===== config.mk =====
export PLATFORM = sky130hd
export DESIGN_NAME = tape_ctrl_host_command_decode
export DESIGN_NICKNAME = d
export VERILOG_FILES = /design/src/hdl/tape_ctrl_pkg.sv /design/src/hdl/pack_if.sv /design/src/hdl/char_pack.sv /design/src/hdl/tape_ctrl_host_command_decode.sv
export VERILOG_INCLUDE_DIRS = /design/src /design/src/hdl
export SDC_FILE = /design/constraint.sdc
export NUM_CORES = 1
export LEC_CHECK = 0
export ABC_AREA = 1
export BUFFER_PORTS_ARGS = -buffer_cell sky130_fd_sc_hd__buf_2
export CAP_MARGIN = 10
export CORE_MARGIN = 2
export CORE_UTILIZATION = 25
export DETAILED_ROUTE_END_ITERATION = 10
export MAX_ROUTING_LAYER = met4
export PLACE_DENSITY = 0.43
export SKIP_CTS_REPAIR_TIMING = 1
export SLEW_MARGIN = 20
export SYNTH_ARGS = -nofsm -noshare
export SYNTH_HDL_FRONTEND = slang
export SYNTH_SLANG_ARGS = --single-unit

===== constraint.sdc =====
create_clock -name CLK -period 2.2 [get_ports CLK]
set_input_delay 0.44 -clock CLK [delete_from_list [all_inputs] [get_ports CLK]]
set_output_delay 0.44 -clock CLK [all_outputs]
set_load 0.1 [all_outputs]

===== src/hdl/tape_ctrl_map.svh =====
// Constants for the tape controller command decode.
// Assumes inclusion by bare name from the design files.
`ifndef TAPE_CTRL_MAP_SVH
`define TAPE_CTRL_MAP_SVH
// ==========================================
// Director codes
`define TC_DIR_XFER 2'h0
`define TC_DIR_CTRL 2'h1
`define TC_DIR_USEL 2'h2
`define TC_DIR_BUF 2'h3
// ==========================================
// Field positions
`define TC_SEL_ZERO_HI 15
`define TC_SEL_ZERO_LO 11
`define TC_EQ_HI 10
`define TC_EQ_LO 7
`define TC_CODE_HI 10
`define TC_CODE_LO 7
`define TC_CF_CLEAR 0
`define TC_UNIT_HI 8
`define TC_UNIT_LO 7
`define TC_USEL_BAD_HI 10
`define TC_USEL_BAD_LO 9
// ==========================================
// Motion codes
`define TC_MOT_NONE 4'h0
`define TC_MOT_WRITE 4'h1
`define TC_MOT_READ 4'h2
// ==========================================
// Reset values and timing
`define TC_WORD_RESET 16'h0000
`define TC_CLK_NS 25
`define TC_CONT_NS 200000
`define TC_CONT_CYC (`TC_CONT_NS / `TC_CLK_NS)
`endif


===== src/hdl/tape_ctrl_pkg.sv =====
// Types shared by the tape controller design files.
// Assumes nothing of its surroundings.
package tape_ctrl_pkg;
	typedef enum logic [2:0] {
		ST_IDLE, ST_FETCH, ST_ARMED, ST_WGAP, ST_WRITE, ST_RBLK, ST_READ, ST_EOR
	} state_e;
	typedef logic [15:0] word_t;
endpackage


===== src/hdl/pack_if.sv =====
// Link between command decode and the character packer.
// Assumes both ends run on one clock.
`timescale 1ns/100ps
interface pack_if;
	logic [15:0] word_in;
	logic word_stb;
	logic busy;
	logic [8:0] wchar;
	logic wstb;
	logic rd_en;
	logic [7:0] rchar;
	logic rstb;
	logic [15:0] rword;
	logic rdone;
	modport ctl(output word_in, word_stb, rd_en, rchar, rstb, input busy, wchar, wstb, rword, rdone);
	modport pk(input word_in, word_stb, rd_en, rchar, rstb, output busy, wchar, wstb, rword, rdone);
endinterface


===== src/hdl/char_pack.sv =====
// Word to tape character packer and unpacker with write parity.
// Assumes word strobes no closer than every second cycle.
`timescale 1ns/100ps
module char_pack (
	// Clock and reset
	input wire logic clk,
	input wire logic rst_b,
	// Decode side
	pack_if.pk bus
);
	logic phase;
	logic [7:0] lo_hold;
	logic half;
	logic [7:0] hi_char;

	assign bus.busy = phase;

	// ==========================================
	// Write side: high character first, odd parity
	always_ff @(posedge clk or negedge rst_b) begin
		if (!rst_b) begin
			bus.wchar <= 9'h000;
			bus.wstb <= 1'b0;
			phase <= 1'b0;
			lo_hold <= 8'h00;
		end else begin
			bus.wstb <= 1'b0;
			if (phase) begin
				bus.wchar <= {~^lo_hold, lo_hold};
				bus.wstb <= 1'b1;
				phase <= 1'b0;
			end else if (bus.word_stb) begin
				bus.wchar <= {~^bus.word_in[15:8], bus.word_in[15:8]};
				bus.wstb <= 1'b1;
				lo_hold <= bus.word_in[7:0];
				phase <= 1'b1;
			end
		end
	end

	// ==========================================
	// Read side: two characters make one word
	always_ff @(posedge clk or negedge rst_b) begin
		if (!rst_b) begin
			half <= 1'b0;
			hi_char <= 8'h00;
			bus.rword <= 16'h0000;
			bus.rdone <= 1'b0;
		end else begin
			bus.rdone <= 1'b0;
			if (!bus.rd_en) begin
				half <= 1'b0;
			end else if (bus.rstb) begin
				if (!half) begin
					hi_char <= bus.rchar;
					half <= 1'b1;
				end else begin
					bus.rword <= {hi_char, bus.rchar};
					bus.rdone <= 1'b1;
					half <= 1'b0;
				end
			end
		end
	end
endmodule


===== src/hdl/tape_ctrl_host_command_decode.sv =====
// Command decode and word transfer of a tape controller.
// Assumes host strobes on CLK; transport pins are asynchronous.
//
// Functional notes
// - Respond only when selector bits 7-10 equal the jumper equipment number.
// - Selector bits 2-6 are ignored in decoding.
// - Director 00 write/read, 01 control/status 1, 10 unit select/status 2.
// - Fitted jumper reads as 1, absent as 0, giving address 0 to F.
// - Output operations are further qualified by the accumulator word.
// - Unit select takes accumulator bits 8-7 to choose the transport.
// - Direct mode: motion function, then one instruction per data word.
// - Buffered: fetch end address before start, await motion, use storage channel.
// - Buffered read transfers only once the block is under the read head.
// - Buffered write transfers only after the pre-record gap has passed.
// - Each written character gets a computed parity bit.
// - Consecutive write outputs form one record whatever their count.
// - Broken write continuity starts an end-of-record sequence.
// - Direct write rejected: not ready, no write motion, no permit, buffered, protect.
// - Without a new control function tape halts at the next gap.
// - Host words are packed to and from tape characters.
// - Up to four transports on one chain can be addressed.
// - Write motion without buffered mode sets the transfer permit flag.
`include "tape_ctrl_map.svh"
`timescale 1ns/100ps
module tape_ctrl_host_command_decode
	import tape_ctrl_pkg::*;
#(
	parameter int CONT_CYCLES = `TC_CONT_CYC
) (
	// Clock and reset
	input wire logic CLK,
	input wire logic RST_B,
	// Word channel
	input wire logic IO_OUT,
	input wire logic IO_IN,
	input wire logic [15:0] SEL_WORD,
	input wire logic [15:0] ACC_OUT,
	input wire logic PROTECT_FAULT,
	output logic REPLY,
	output logic REJECT,
	output logic [15:0] ACC_IN,
	// Equipment number jumpers
	input wire logic [3:0] EQUIP_JUMPER,
	// Direct storage channel
	output logic DSC_REQ,
	output logic DSC_WE,
	output logic [15:0] DSC_ADDR,
	output logic [15:0] DSC_WDATA,
	input wire logic [15:0] DSC_RDATA,
	input wire logic DSC_ACK,
	// Tape transport chain
	output logic [1:0] TT_UNIT,
	output logic TT_WRITE_MOTION,
	output logic TT_READ_MOTION,
	output logic TT_EOR,
	output logic [8:0] TT_WCHAR,
	output logic TT_WSTB,
	input wire logic [7:0] TT_RCHAR,
	input wire logic TT_RSTB,
	input wire logic TT_READY,
	input wire logic TT_GAP_DONE,
	input wire logic TT_BLOCK,
	input wire logic TT_AT_GAP
);
	localparam int NS = 17;
	localparam int CW = $clog2(CONT_CYCLES + 1);

	state_e state;
	logic [NS-1:0] pin_s1;
	logic [NS-1:0] pin_s2;
	logic rstb_d;
	logic [3:0] eq;
	logic ready, gap_done, block, at_gap;
	logic io, hit, ok, busy, halt;
	logic [1:0] dir;
	logic [3:0] code;
	logic [1:0] us_unit;
	logic wr_ok, rd_ok, cf_ok, us_ok, buf_ok, cf_clr, mot_w, mot_r;
	logic buffered, permit, word_avail;
	logic [CW-1:0] cont_cnt;
	logic cont_out;
	word_t cur_addr, end_addr, rd_word, in_word;
	pack_if pk();

	function automatic logic addressed(input logic [15:0] sel, input logic [3:0] num);
		addressed = (sel[`TC_SEL_ZERO_HI:`TC_SEL_ZERO_LO] == 5'h00)
			&& (sel[`TC_EQ_HI:`TC_EQ_LO] == num);
	endfunction

	// ==========================================
	// Pin synchronisers
	always_ff @(posedge CLK or negedge RST_B) begin
		if (!RST_B) begin
			pin_s1 <= '0;
			pin_s2 <= '0;
			rstb_d <= 1'b0;
		end else begin
			pin_s1 <= {EQUIP_JUMPER, TT_RCHAR, TT_RSTB, TT_READY, TT_GAP_DONE, TT_BLOCK, TT_AT_GAP};
			pin_s2 <= pin_s1;
			rstb_d <= pin_s2[4];
		end
	end
	assign eq = pin_s2[16:13];
	assign ready = pin_s2[3];
	assign gap_done = pin_s2[2];
	assign block = pin_s2[1];
	assign at_gap = pin_s2[0];
	// Character lines must be stable two clocks around their strobe
	assign pk.rchar = pin_s2[12:5];
	assign pk.rstb = pin_s2[4] & ~rstb_d;

	// ==========================================
	// Instruction decode
	assign io = IO_OUT | IO_IN;
	assign hit = io && addressed(SEL_WORD, eq);
	assign dir = SEL_WORD[1:0];
	assign code = ACC_OUT[`TC_CODE_HI:`TC_CODE_LO];
	assign us_unit = ACC_OUT[`TC_UNIT_HI:`TC_UNIT_LO];
	assign busy = (state != ST_IDLE) && (state != ST_ARMED);

	always_comb begin
		ok = 1'b0;
		case (dir)
		`TC_DIR_XFER: begin
			if (IO_OUT) begin
				ok = ready && TT_WRITE_MOTION && permit && !buffered && !PROTECT_FAULT
					&& !pk.busy && state == ST_WRITE;
			end else begin
				ok = TT_READ_MOTION && !buffered && word_avail;
			end
		end
		`TC_DIR_CTRL: begin
			if (IO_OUT) begin
				ok = !PROTECT_FAULT && (code == `TC_MOT_NONE || (ready && !busy
					&& (code == `TC_MOT_WRITE || code == `TC_MOT_READ)));
			end else begin
				ok = 1'b1;
			end
		end
		`TC_DIR_USEL: begin
			ok = IO_IN || (!PROTECT_FAULT && !busy
				&& ACC_OUT[`TC_USEL_BAD_HI:`TC_USEL_BAD_LO] == 2'h0);
		end
		default: begin
			ok = IO_IN || (!PROTECT_FAULT && state == ST_IDLE);
		end
		endcase
	end

	assign wr_ok = hit && IO_OUT && ok && dir == `TC_DIR_XFER;
	assign rd_ok = hit && IO_IN && ok && dir == `TC_DIR_XFER;
	assign cf_ok = hit && IO_OUT && ok && dir == `TC_DIR_CTRL;
	assign us_ok = hit && IO_OUT && ok && dir == `TC_DIR_USEL;
	assign buf_ok = hit && IO_OUT && ok && dir == `TC_DIR_BUF;
	assign cf_clr = cf_ok && ACC_OUT[`TC_CF_CLEAR];
	assign mot_w = cf_ok && code == `TC_MOT_WRITE;
	assign mot_r = cf_ok && code == `TC_MOT_READ;
	assign halt = at_gap && ((state == ST_EOR) || (state == ST_READ && !DSC_REQ));

	always_comb begin
		case (dir)
		`TC_DIR_XFER: in_word = rd_word;
		`TC_DIR_CTRL: in_word = {9'h000, word_avail, TT_READ_MOTION, TT_WRITE_MOTION,
			buffered, permit, busy, ready};
		`TC_DIR_USEL: in_word = {12'h000, busy, 1'b0, TT_UNIT};
		default: in_word = cur_addr;
		endcase
	end

	// ==========================================
	// Host answer
	always_ff @(posedge CLK or negedge RST_B) begin
		if (!RST_B) begin
			REPLY <= 1'b0;
			REJECT <= 1'b0;
			ACC_IN <= `TC_WORD_RESET;
		end else begin
			REPLY <= hit && ok;
			REJECT <= hit && !ok;
			if (hit && IO_IN && ok) begin
				ACC_IN <= in_word;
			end
		end
	end

	// ==========================================
	// Direct read word holding; a new word wins over the read
	always_ff @(posedge CLK or negedge RST_B) begin
		if (!RST_B) begin
			rd_word <= `TC_WORD_RESET;
			word_avail <= 1'b0;
		end else begin
			if (rd_ok || cf_clr || us_ok) begin
				word_avail <= 1'b0;
			end
			if (pk.rdone && !buffered) begin
				rd_word <= pk.rword;
				word_avail <= 1'b1;
			end
		end
	end

	// ==========================================
	// Mode flags and transport lines
	always_ff @(posedge CLK or negedge RST_B) begin
		if (!RST_B) begin
			TT_WRITE_MOTION <= 1'b0;
			TT_READ_MOTION <= 1'b0;
			permit <= 1'b0;
			buffered <= 1'b0;
			TT_UNIT <= 2'h0;
		end else begin
			if (cf_clr || us_ok || halt) begin
				TT_WRITE_MOTION <= 1'b0;
				TT_READ_MOTION <= 1'b0;
				permit <= 1'b0;
				buffered <= 1'b0;
			end
			if (us_ok) begin
				TT_UNIT <= us_unit;
			end
			if (buf_ok) begin
				buffered <= 1'b1;
			end
			if (mot_w) begin
				TT_WRITE_MOTION <= 1'b1;
				permit <= !(buffered && !cf_clr);
			end
			if (mot_r) begin
				TT_READ_MOTION <= 1'b1;
			end
		end
	end

	// ==========================================
	// Continuity timer
	always_ff @(posedge CLK or negedge RST_B) begin
		if (!RST_B) begin
			cont_cnt <= '0;
		end else if (state != ST_WRITE || buffered || wr_ok) begin
			cont_cnt <= '0;
		end else if (!cont_out) begin
			cont_cnt <= cont_cnt + 1'b1;
		end
	end
	assign cont_out = cont_cnt == CW'(CONT_CYCLES);

	// ==========================================
	// Transfer sequencer
	always_ff @(posedge CLK or negedge RST_B) begin
		if (!RST_B) begin
			state <= ST_IDLE;
			cur_addr <= `TC_WORD_RESET;
			end_addr <= `TC_WORD_RESET;
			DSC_REQ <= 1'b0;
			DSC_WE <= 1'b0;
			DSC_ADDR <= `TC_WORD_RESET;
			DSC_WDATA <= `TC_WORD_RESET;
			TT_EOR <= 1'b0;
		end else begin
			TT_EOR <= 1'b0;
			case (state)
			ST_IDLE: begin
				if (buf_ok) begin
					cur_addr <= ACC_OUT;
					DSC_ADDR <= ACC_OUT - 16'h0001;
					DSC_WE <= 1'b0;
					DSC_REQ <= 1'b1;
					state <= ST_FETCH;
				end
			end
			ST_FETCH: begin
				if (DSC_ACK) begin
					DSC_REQ <= 1'b0;
					end_addr <= DSC_RDATA;
					state <= ST_ARMED;
				end
			end
			ST_ARMED: begin
				state <= ST_ARMED;
			end
			ST_WGAP: begin
				if (gap_done) begin
					state <= ST_WRITE;
				end
			end
			ST_WRITE: begin
				if (buffered) begin
					if (DSC_ACK) begin
						DSC_REQ <= 1'b0;
						cur_addr <= cur_addr + 16'h0001;
					end else if (!DSC_REQ && !pk.busy) begin
						if (cur_addr == end_addr) begin
							TT_EOR <= 1'b1;
							state <= ST_EOR;
						end else begin
							DSC_ADDR <= cur_addr;
							DSC_WE <= 1'b0;
							DSC_REQ <= 1'b1;
						end
					end
				end else if (cont_out) begin
					TT_EOR <= 1'b1;
					state <= ST_EOR;
				end
			end
			ST_RBLK: begin
				if (block) begin
					state <= ST_READ;
				end
			end
			ST_READ: begin
				if (DSC_ACK) begin
					DSC_REQ <= 1'b0;
					cur_addr <= cur_addr + 16'h0001;
				end else if (buffered && pk.rdone && cur_addr != end_addr) begin
					DSC_ADDR <= cur_addr;
					DSC_WE <= 1'b1;
					DSC_WDATA <= pk.rword;
					DSC_REQ <= 1'b1;
				end
				if (halt) begin
					state <= ST_IDLE;
				end
			end
			ST_EOR: begin
				if (halt) begin
					state <= ST_IDLE;
				end
			end
			default: begin
				state <= ST_IDLE;
			end
			endcase
			if (cf_clr || us_ok) begin
				state <= ST_IDLE;
				DSC_REQ <= 1'b0;
			end
			if (mot_w) begin
				state <= ST_WGAP;
			end
			if (mot_r) begin
				state <= ST_RBLK;
			end
		end
	end

	// ==========================================
	// Packer
	assign pk.word_in = buffered ? DSC_RDATA : ACC_OUT;
	assign pk.word_stb = wr_ok || (state == ST_WRITE && buffered && DSC_ACK);
	assign pk.rd_en = state == ST_READ;
	assign TT_WCHAR = pk.wchar;
	assign TT_WSTB = pk.wstb;

	char_pack u_pack (
		.clk(CLK),
		.rst_b(RST_B),
		.bus(pk.pk)
	);
endmodule


==> Yosys cells after proc, flatten, opt, wreduce, memory -nomap -nowiden <==
Cells that the tools add are included.
{ "word_totals": {"reg_bits": 204, "inputBits": 71} }
{ "op_classes": {"add_sub_neg": 3, "eq_ne": 42, "muxes": 74, "bitwise": 6, "n_reduce_logical": 85} }
{ "ops": {"columns": ["operator", "n"], "rows": [
  ["16-bit 2-to-1 mux", 11],
  ["16-bit one-hot mux with 3 select lines", 3],
  ["1-bit logical AND", 40],
  ["1-bit 2-to-1 mux", 39],
  ["3-bit 2-to-1 mux", 13],
  ["13-bit 2-to-1 mux", 2],
  ["6-bit inequality test, second input constant", 4],
  ["3-bit one-hot mux with 7 select lines", 1],
  ["9-bit 2-to-1 mux", 2],
  ["16-bit by 1-bit adder with 16-bit output, second input constant", 1],
  ["16-bit == test", 1],
  ["16-bit inequality test", 1],
  ["2-bit inequality test, second input constant", 8],
  ["8-bit XNOR reduction", 2],
  ["16-bit by 1-bit subtractor with 16-bit output, second input constant", 1],
  ["5-bit inequality test, second input constant", 3],
  ["13-bit by 1-bit adder with 13-bit output, second input constant", 1],
  ["13-bit == test, second input constant", 1],
  ["3-bit == test, second input constant", 4],
  ["1-bit logical OR", 12],
  ["4-bit inequality test, second input constant", 3],
  ["3-bit AND reduction", 4],
  ["2-bit nonzero test", 5],
  ["3-bit inequality test, second input constant", 3],
  ["other kinds (28)", 45]
]} }

==> Longest topological paths before layout <==
Gate-level depths: netlist of run 1.
{ "logic_depth": {"depth_word": 16, "ltp_mapped": 17} }

==> By module <==
A second synthesis of run 1 with hierarchy kept.
{ "hier_totals": {"cells_unflattened": 1244, "area_unflattened_um2": 9932.0} }
{ "modules_own_cells": {"columns": ["mod", "instances", "cells_per_inst", "area_each_um2"], "rows": [
  ["tape_ctrl_host_command_decode", 1, 984, 7830.0],
  ["char_pack", 1, 260, 2102.0]
]} }

==> Worst setup path before layout of run 1 <==
Ideal clock, no wire load.
{ "synth_timing": {"path_type": "register -> register", "start": "reg TT_READ_MOTION (netlist name)", "end": "reg DSC_WDATA[0]", "setup_time_ns": 0.125, "t_arrival_ns": 2.178, "path_slack_ns": -0.104, "path_stages_with_launch": 10, "period_less_slack_ns": 2.304, "cell_sequence": "dfrtp_1 a21oi_1 o21a_1 a21oi_2 nand4_2 nand2_2 nand3_4 buf_2 o21ai_1 nand2_1"} }
{ "synth_lines": {"columns": ["element", "line_no", "text"], "rows": [
  ["end signal, assigned", "tape_ctrl_host_command_decode.sv:258", "DSC_WDATA <= `TC_WORD_RESET;"],
  ["end signal, assigned", "tape_ctrl_host_command_decode.sv:319", "DSC_WDATA <= pk.rword;"],
  ["end, declared", "tape_ctrl_host_command_decode.sv:48", "output logic [15:0] DSC_WDATA,"]
]} }

==> Worst setup path in the final report of run 1 <==
{ "layout_timing": {"start": "reg state[1]", "end": "reg DSC_ADDR[1]"} }
{ "layout_via": {"elab_chain_len": 13} }
{ "layout_rtl": {"columns": ["element", "line_no", "text"], "rows": [
  ["start, declared", "tape_ctrl_host_command_decode.sv:68", "state_e state;"],
  ["start signal, assigned", "tape_ctrl_host_command_decode.sv:252", "state <= ST_IDLE;"],
  ["start signal, assigned", "tape_ctrl_host_command_decode.sv:269", "state <= ST_FETCH;"],
  ["start signal, assigned", "tape_ctrl_host_command_decode.sv:276", "state <= ST_ARMED;"],
  ["3-bit by 2-bit inequality test with 1-bit output or 3-bit nonzero test (tied branches)", "tape_ctrl_host_command_decode.sv:119", "assign busy = (state != ST_IDLE) && (state != ST_ARMED);"],
  ["1-bit logical AND", "tape_ctrl_host_command_decode.sv:119", null],
  ["1-bit logical NOT", "tape_ctrl_host_command_decode.sv:134, tape_ctrl_host_command_decode.sv:141", null],
  ["1-bit logical AND (2 in a row)", "tape_ctrl_host_command_decode.sv:134", "ok = !PROTECT_FAULT && (code == `TC_MOT_NONE || (ready && !busy"],
  ["1-bit logical OR", "tape_ctrl_host_command_decode.sv:134", null],
  ["1-bit logical AND", "tape_ctrl_host_command_decode.sv:134", null],
  ["1-bit 2-to-1 mux", "tape_ctrl_host_command_decode.sv:133", "if (IO_OUT) begin"],
  ["1-bit one-hot mux with 3 select lines", "tape_ctrl_host_command_decode.sv:123", "case (dir)"],
  ["1-bit logical AND", "tape_ctrl_host_command_decode.sv:154", "assign buf_ok = hit && IO_OUT && ok && dir == `TC_DIR_BUF;"],
  ["1-bit logical AND (no source line)", null, null],
  ["2-bit inequality test (no source line)", null, null],
  ["8-bit AND reduction (no source line)", null, null],
  ["end signal, assigned", "tape_ctrl_host_command_decode.sv:257", "DSC_ADDR <= `TC_WORD_RESET;"],
  ["end signal, assigned", "tape_ctrl_host_command_decode.sv:266", "DSC_ADDR <= ACC_OUT - 16'h0001;"],
  ["end signal, assigned", "tape_ctrl_host_command_decode.sv:297", "DSC_ADDR <= cur_addr;"],
  ["end, declared", "tape_ctrl_host_command_decode.sv:47", "output logic [15:0] DSC_ADDR,"]
]} }
Several ways; a longest one is shown, not always the timed one.
A chain may end at the register's enable or synchronous reset.

==> run_results.csv, run 1 <==
group,metric,value,unit
global_route,grt_pass1_vias,8372,
placement,routabilityCongestion,0.843,
power,power_density,1120,mW/mm^2
sta,skew,17.8,ps
drt,ant_nets,0,
final_layout,area_delta_synth_final,33.8,%
floorplanning,rows,72,
yosys,syn_area,0.00979,sq mm
clocking,clk_latency,550,ps
clocking,cts.clk_slew.worst_paths,60,ps
yosys,yosysSeqAreaShare,52.1,%
min_path,hp-class,"in2reg",
drt,drt_iter0_drc,433,
placement,dpl_cell_area,0.0118,sq mm
global_route,overflow,0,
critical_path,reg2reg_depth,11,
sta,fin_setup_tns,0,ps
global_route,grt_use_total,15.5,%
yosys,yosysTopAreaCell,"dfrtp_1",
sta,slew_viol_final,0,
drt,drc,0,
critical_path,cp_data_arrival_time,2520,ps
global_route,antenna_found_initial,0,
sta,min_period,2090,ps
floorplanning,die_w,202,microns
yosys,synthFlopType,"dfrtp_1",
critical_path,cp-end-kind,"flip-flop",
final_layout,fin_nets,1495,
yosys,yosysUniqueCellTypes,57,
clocking,cts_tree,"yes",
critical_path,criticalPathCategory,"reg2reg",
placement,numPlacedInstances,1880,
sta,worstMarginPinSlew,544,ps
critical_path,crit_path_start_kind,"flip-flop",
critical_path,cpPeakStageDelay,450,ps
floorplanning,die_area,0.0408,sq mm
clocking,clkSinkCount,204,
run_status,outcome,"complete, no violations",
final_layout,layout_common_cells,"nand2_1, dfrtp_1, buf_2",
yosys,syn_avg_cell_area,8.40,sq um
min_path,holdPathStages,1,
placement,dp_hpwl,23100,microns
yosys,netlist_instances,1165,
power,leakage,6.44,nW
yosys,ys_ff_latch,204,
final_layout,final_common_cell,"nand2_1",
yosys,yosys_warnings,0,
global_route,grt_max_degree,54,
placement,io_buffers,132,
clocking,cts_buffers,26,
clocking,cts.path.max_buffers,3,
run,cap_violations,0,
sta,hold_viol,0,
yosys,synth_nets,1240,
yosys,synth_area_leaders,"dfrtp_1, nand2_1, o21ai_0, inv_1, nor2_1",
sta,post-route-period-util,94.9,%
yosys,synth_edf_count,0,
sta,setup_viol,0,
floorplanning,ios,138,
power,ir_worst_vdd,0.000525,V
drt,viasPerCell,4.35,
global_route,grt_pass1_wl,48000,microns
clocking,cts_root_buf,"clkbuf_16",
drt,vias,8510,
critical_path,path_max_fanout,9,
floorplanning,die_h,202,microns
yosys,yosysTopAreaCellShare,52.1,%
yosys,ys_async_sr_fraction,100,%
drt,wl_per_cell,16.0,microns
final_layout,insertedDiodeCount,0,
final_layout,fillCellCount,4073,
critical_path,cp_cell_sequence,"buf_4, nand3_1, inv_1, o21ai_0, inv_1, nand3_4, buf_12, buf_12, inv_4, o211ai_1, nand2_1",
floorplanning,coreArea,0.0386,sq mm
sta,slew-limit-headroom,64.0,%
final_layout,layout-drive-gt1-share,26.8,%
power,fin_total_pwr,0.0147,W
drt,drt-pass1-iter-count,5,
drt,wl,31200,microns
critical_path,cp_slowest_cell,"dfrtp_2",
critical_path,crit_required,2640,ps
sta,clock.fmax,479,MHz
clocking,htreeDepth,1,
final_layout,finish.instance_area,0.0131,sq mm
floorplanning,start_util,25.3,%
final_layout,stdcell_count,1955,
-- metrics by stage --
step | utilization [%] | hold WS, ps | setup slack, ps
floorplan | - | 144 | 175
global placement | 30.5 | 333 | -156
finish | 33.9 | 15.1 | 111
CTS | 32.6 | -123 | 2.83
global route | 33.9 | 1.95 | -19.9
detailed placement | 30.5 | 335 | -157
-- routing by layer --
| metal | part of all wire [%] | vias to the layer above | GRT usage (%) |
|---|---|---|---|
| li1 | - | 4290 | - |
| met3 | 3.8 | 42 | 2.47 |
| met2 | 47 | 157 | 24.8 |
| met5 | 0 | - | - |
| met4 | 2.7 | 0 | 4.33 |
| met1 | 47 | 4021 | 20.2 |
-- flip-flops by register name (all words and copies together), names as in the netlist, 2 cells and up --
name / flops
pin_s2: 17
u_pack.bus.wchar: 9
state: 3
u_pack.lo_hold: 8
rd_word: 16
end_addr: 16
cur_addr: 16
u_pack.bus.rword: 16
DSC_ADDR: 16
pin_s1: 17
TT_UNIT: 2
ACC_IN: 16
cont_cnt: 13
DSC_WDATA: 16
u_pack.hi_char: 8
-- final cells by class --
| type | count | area, sq um | area share [%] |
|---|---|---|---|
| inverters | 129 | 494 | 3.77 |
| flip-flops and latches | 204 | 5110 | 39.0 |
| multi-input cells | 793 | 4140 | 31.6 |
| repair buffers | 266 | 1910 | 14.6 |
| clock buffers | 40 | 764 | 5.84 |
| clock inverters | 5 | 33.8 | 0.258 |
| well taps | 518 | 648 | 4.95 |
-- worst paths after layout --
path | startpoint | endpoint | slack [ps]
max in group asynchronous | RST_B | end_addr[12] | 1060
setup / recovery | state[1] | DSC_ADDR[1] | 110
setup reg to reg | state[1] | DSC_ADDR[1] | 110
hold reg to reg | pin_s1[13] | pin_s2[13] | 340
hold / removal | TT_RCHAR[1] | pin_s1[6] | 20
min in group asynchronous | RST_B | end_addr[10] | 450
-- logic make-up after synthesis --
family                   after synthesis  synth area share (%)
XOR/XNOR                              30                  2.68
buffers and inverters                169                  7.12
adder cells (fa/ha/maj)                4                 0.511
AO/OA/AOI/OAI                        215                  13.8
multiplexers                           2                 0.217
AND/OR/NAND/NOR                      541                  23.6
flip-flops                           204                  52.1
-- cells in the mapped netlist (all sizes together) (10+ instances only) --
cell type / instances
xnor2: 10
buf: 20
nor2: 87
nand3: 57
xor2: 20
a21oi: 25
inv: 129
o21ai: 149
nand2: 356
clkbuf: 20
o211ai: 12
dfrtp: 204
nor3: 21
-- report_power, final --
group / switching, W / total (W) / internal [W]
Clock: 0.00167 / 0.00405 / 0.00237
Sequential: 0.000436 / 0.00478 / 0.00434
Combinational: 0.00393 / 0.00588 / 0.00195
Total: 0.00604 / 0.0147 / 0.00867
-- worst max-delay path, delay by kind of cell (launching register included) --
family          cells  cell delay [ps]
buf+inv             6              860
flops               1              450
simple gates        3              390
compound gates      2              280
Note: power is estimated with default switching activity, not from simulation.
==> inputs of run 2 (changes only) <==
RECOVER_POWER = 25   (was default)
==> run 2 against run 1 <==
  * The run now ends with capacitance limit, slew limit left
  * Wire length about the same
  * Hold slack about the same
  * Via count increased by 0.65%
  * Sequential share of layout area increased by 0.056 points
  * First-iteration DRC count increased by 4.2%
  * Count of clock-buffer cells in the layout unchanged
  * Highest routed layer unchanged
==> run_results.csv, run 2 (same netlist as run 1, synthesis figures left out) <==
group,metric,value,unit
drt,viasPerCell,4.38,
critical_path,crit_required,2630,ps
final_layout,stdcell_count,1955,
final_layout,insertedDiodeCount,0,
min_path,hp-class,"in2reg",
run_status,outcome,"complete, but fails checks",
final_layout,layout-drive-gt1-share,26.7,%
critical_path,cp-end-kind,"flip-flop",
final_layout,fin_nets,1495,
sta,post-route-period-util,95.0,%
clocking,cts_buffers,26,
clocking,cts.path.max_buffers,3,
power,leakage,6.43,nW
global_route,grt_pass1_vias,8372,
min_path,holdCritStartpoint,"TT_RCHAR[1]",
drt,drt_iter0_drc,451,
run,cap_violations,1,
critical_path,criticalPathCategory,"reg2reg",
placement,numPlacedInstances,1880,
final_layout,reg_top3,"pin_s1: 17 flops, pin_s2: 17 flops",
drt,wl,31200,microns
floorplanning,die_h,202,microns
global_route,grt_use_total,15.5,%
critical_path,crit_path_start_kind,"flip-flop",
placement,io_buffers,132,
run_status,violations,"capacitance limit, slew limit",
drt,drc,0,
floorplanning,die_w,202,microns
sta,clock.fmax,479,MHz
critical_path,cp_data_arrival_time,2520,ps
critical_path,cp-startpoint,"state[1]",
sta,hold_ws,14.7,ps
final_layout,final_common_cell,"nand2_1",
placement,dpl_cell_area,0.0118,sq mm
sta,slew-limit-headroom,-3.24,%
floorplanning,die_area,0.0408,sq mm
placement,routabilityCongestion,0.843,
final_layout,area_delta_synth_final,33.6,%
sta,skew,16.5,ps
final_layout,final_core_util,33.8,%
final_layout,finish.instance_area,0.0131,sq mm
clocking,clk_latency,550,ps
global_route,antenna_found_initial,0,
clocking,cts_root_buf,"clkbuf_16",
global_route,grt_max_degree,54,
floorplanning,ios,138,
final_layout,layout_common_cells,"nand2_1, dfrtp_1, buf_2",
drt,ant_nets,0,
sta,min_period,2090,ps
sta,slew_viol_final,52,
global_route,grt_pass1_wl,48000,microns
sta,setup_viol,0,
floorplanning,rows,72,
critical_path,path_max_fanout,9,
critical_path,r2r_start,"state[1]",
power,ir_worst_vdd,0.000523,V
drt,wl_per_cell,15.9,microns
clocking,htreeDepth,1,
power,power_density,1120,mW/mm^2
drt,vias,8565,
clocking,clkSinkCount,204,
global_route,overflow,0,
placement,dp_hpwl,23100,microns
clocking,cts.clk_slew.worst_paths,60,ps
clocking,cts_tree,"yes",
floorplanning,start_util,25.3,%
floorplanning,coreArea,0.0386,sq mm
drt,drt-pass1-iter-count,6,
sta,hold_viol,0,
sta,worstMarginPinSlew,1550,ps
[run 2: cell count changes in the layout (fill, tap and decap cells not counted)]
cell / delta
buf_2: -1
clkbuf_1: +1
buf_12: -1
clkbuf_2: +1
clkbuf_8: -1
buf_6: +1
[run 2: worst paths after layout]
check                                  to  slack, ps  cells past startpoint
min in group asynchronous    end_addr[10]        820                      2
setup reg to reg              DSC_ADDR[1]        110                     11
max in group asynchronous  TT_READ_MOTION        310                      3
hold reg to reg                pin_s2[13]        340                      0
hold / removal                  pin_s1[6]         10                      1
setup / recovery              DSC_ADDR[1]        110                     11
[run 2: through the flow]
stage | TNS, ps | total power (W) | worst slack, ps
CTS | 0 | 0.0142 | 2.83
floorplan | 0 | 0.00830 | 175
global placement | -6170 | 0.0100 | -156
global route | -185 | 0.0156 | -19.9
detailed placement | -6890 | 0.0100 | -157
finish | 0 | 0.0147 | 110
[run 2: where the power goes]
group	total, W	leakage [nW]	switching [W]	internal (W)
clock	0.00404	0.384	0.00167	0.00237
combinational	0.00587	3.43	0.00393	0.00195
sequential	0.00478	2.61	0.000433	0.00434
total	0.0147	6.43	0.00603	0.00866
[run 2: metal layers]
layer  up-vias  routed length (microns)  GRT usage [%]
li1       4292                        -              -
met1      4063                    14500           20.2
met2       169                    14600           24.8
met3        41                     1230           2.47
met4         0                      845           4.33
met5         -                        0              -
[run 2: area by class of cell]
type                            count  area, sq um
Fill cell                        4077        25600
Clock inverter                      5         33.8
Sequential cell                   204         5110
Clock buffer                       40          764
Tap cell                          518          648
Inverter                          129          494
Multi-Input combinational cell    793         4140
Timing Repair Buffer              266         1890
[run 2: worst max-delay path, stage by stage (launching register included)]
cell	delay, ps
dfrtp_2	450
buf_4	160
nand3_1	220
inv_1	200
o21ai_0	200
inv_1	130
nand3_4	110
buf_12	160
buf_12	150
inv_4	60
o211ai_1	80
nand2_1	60
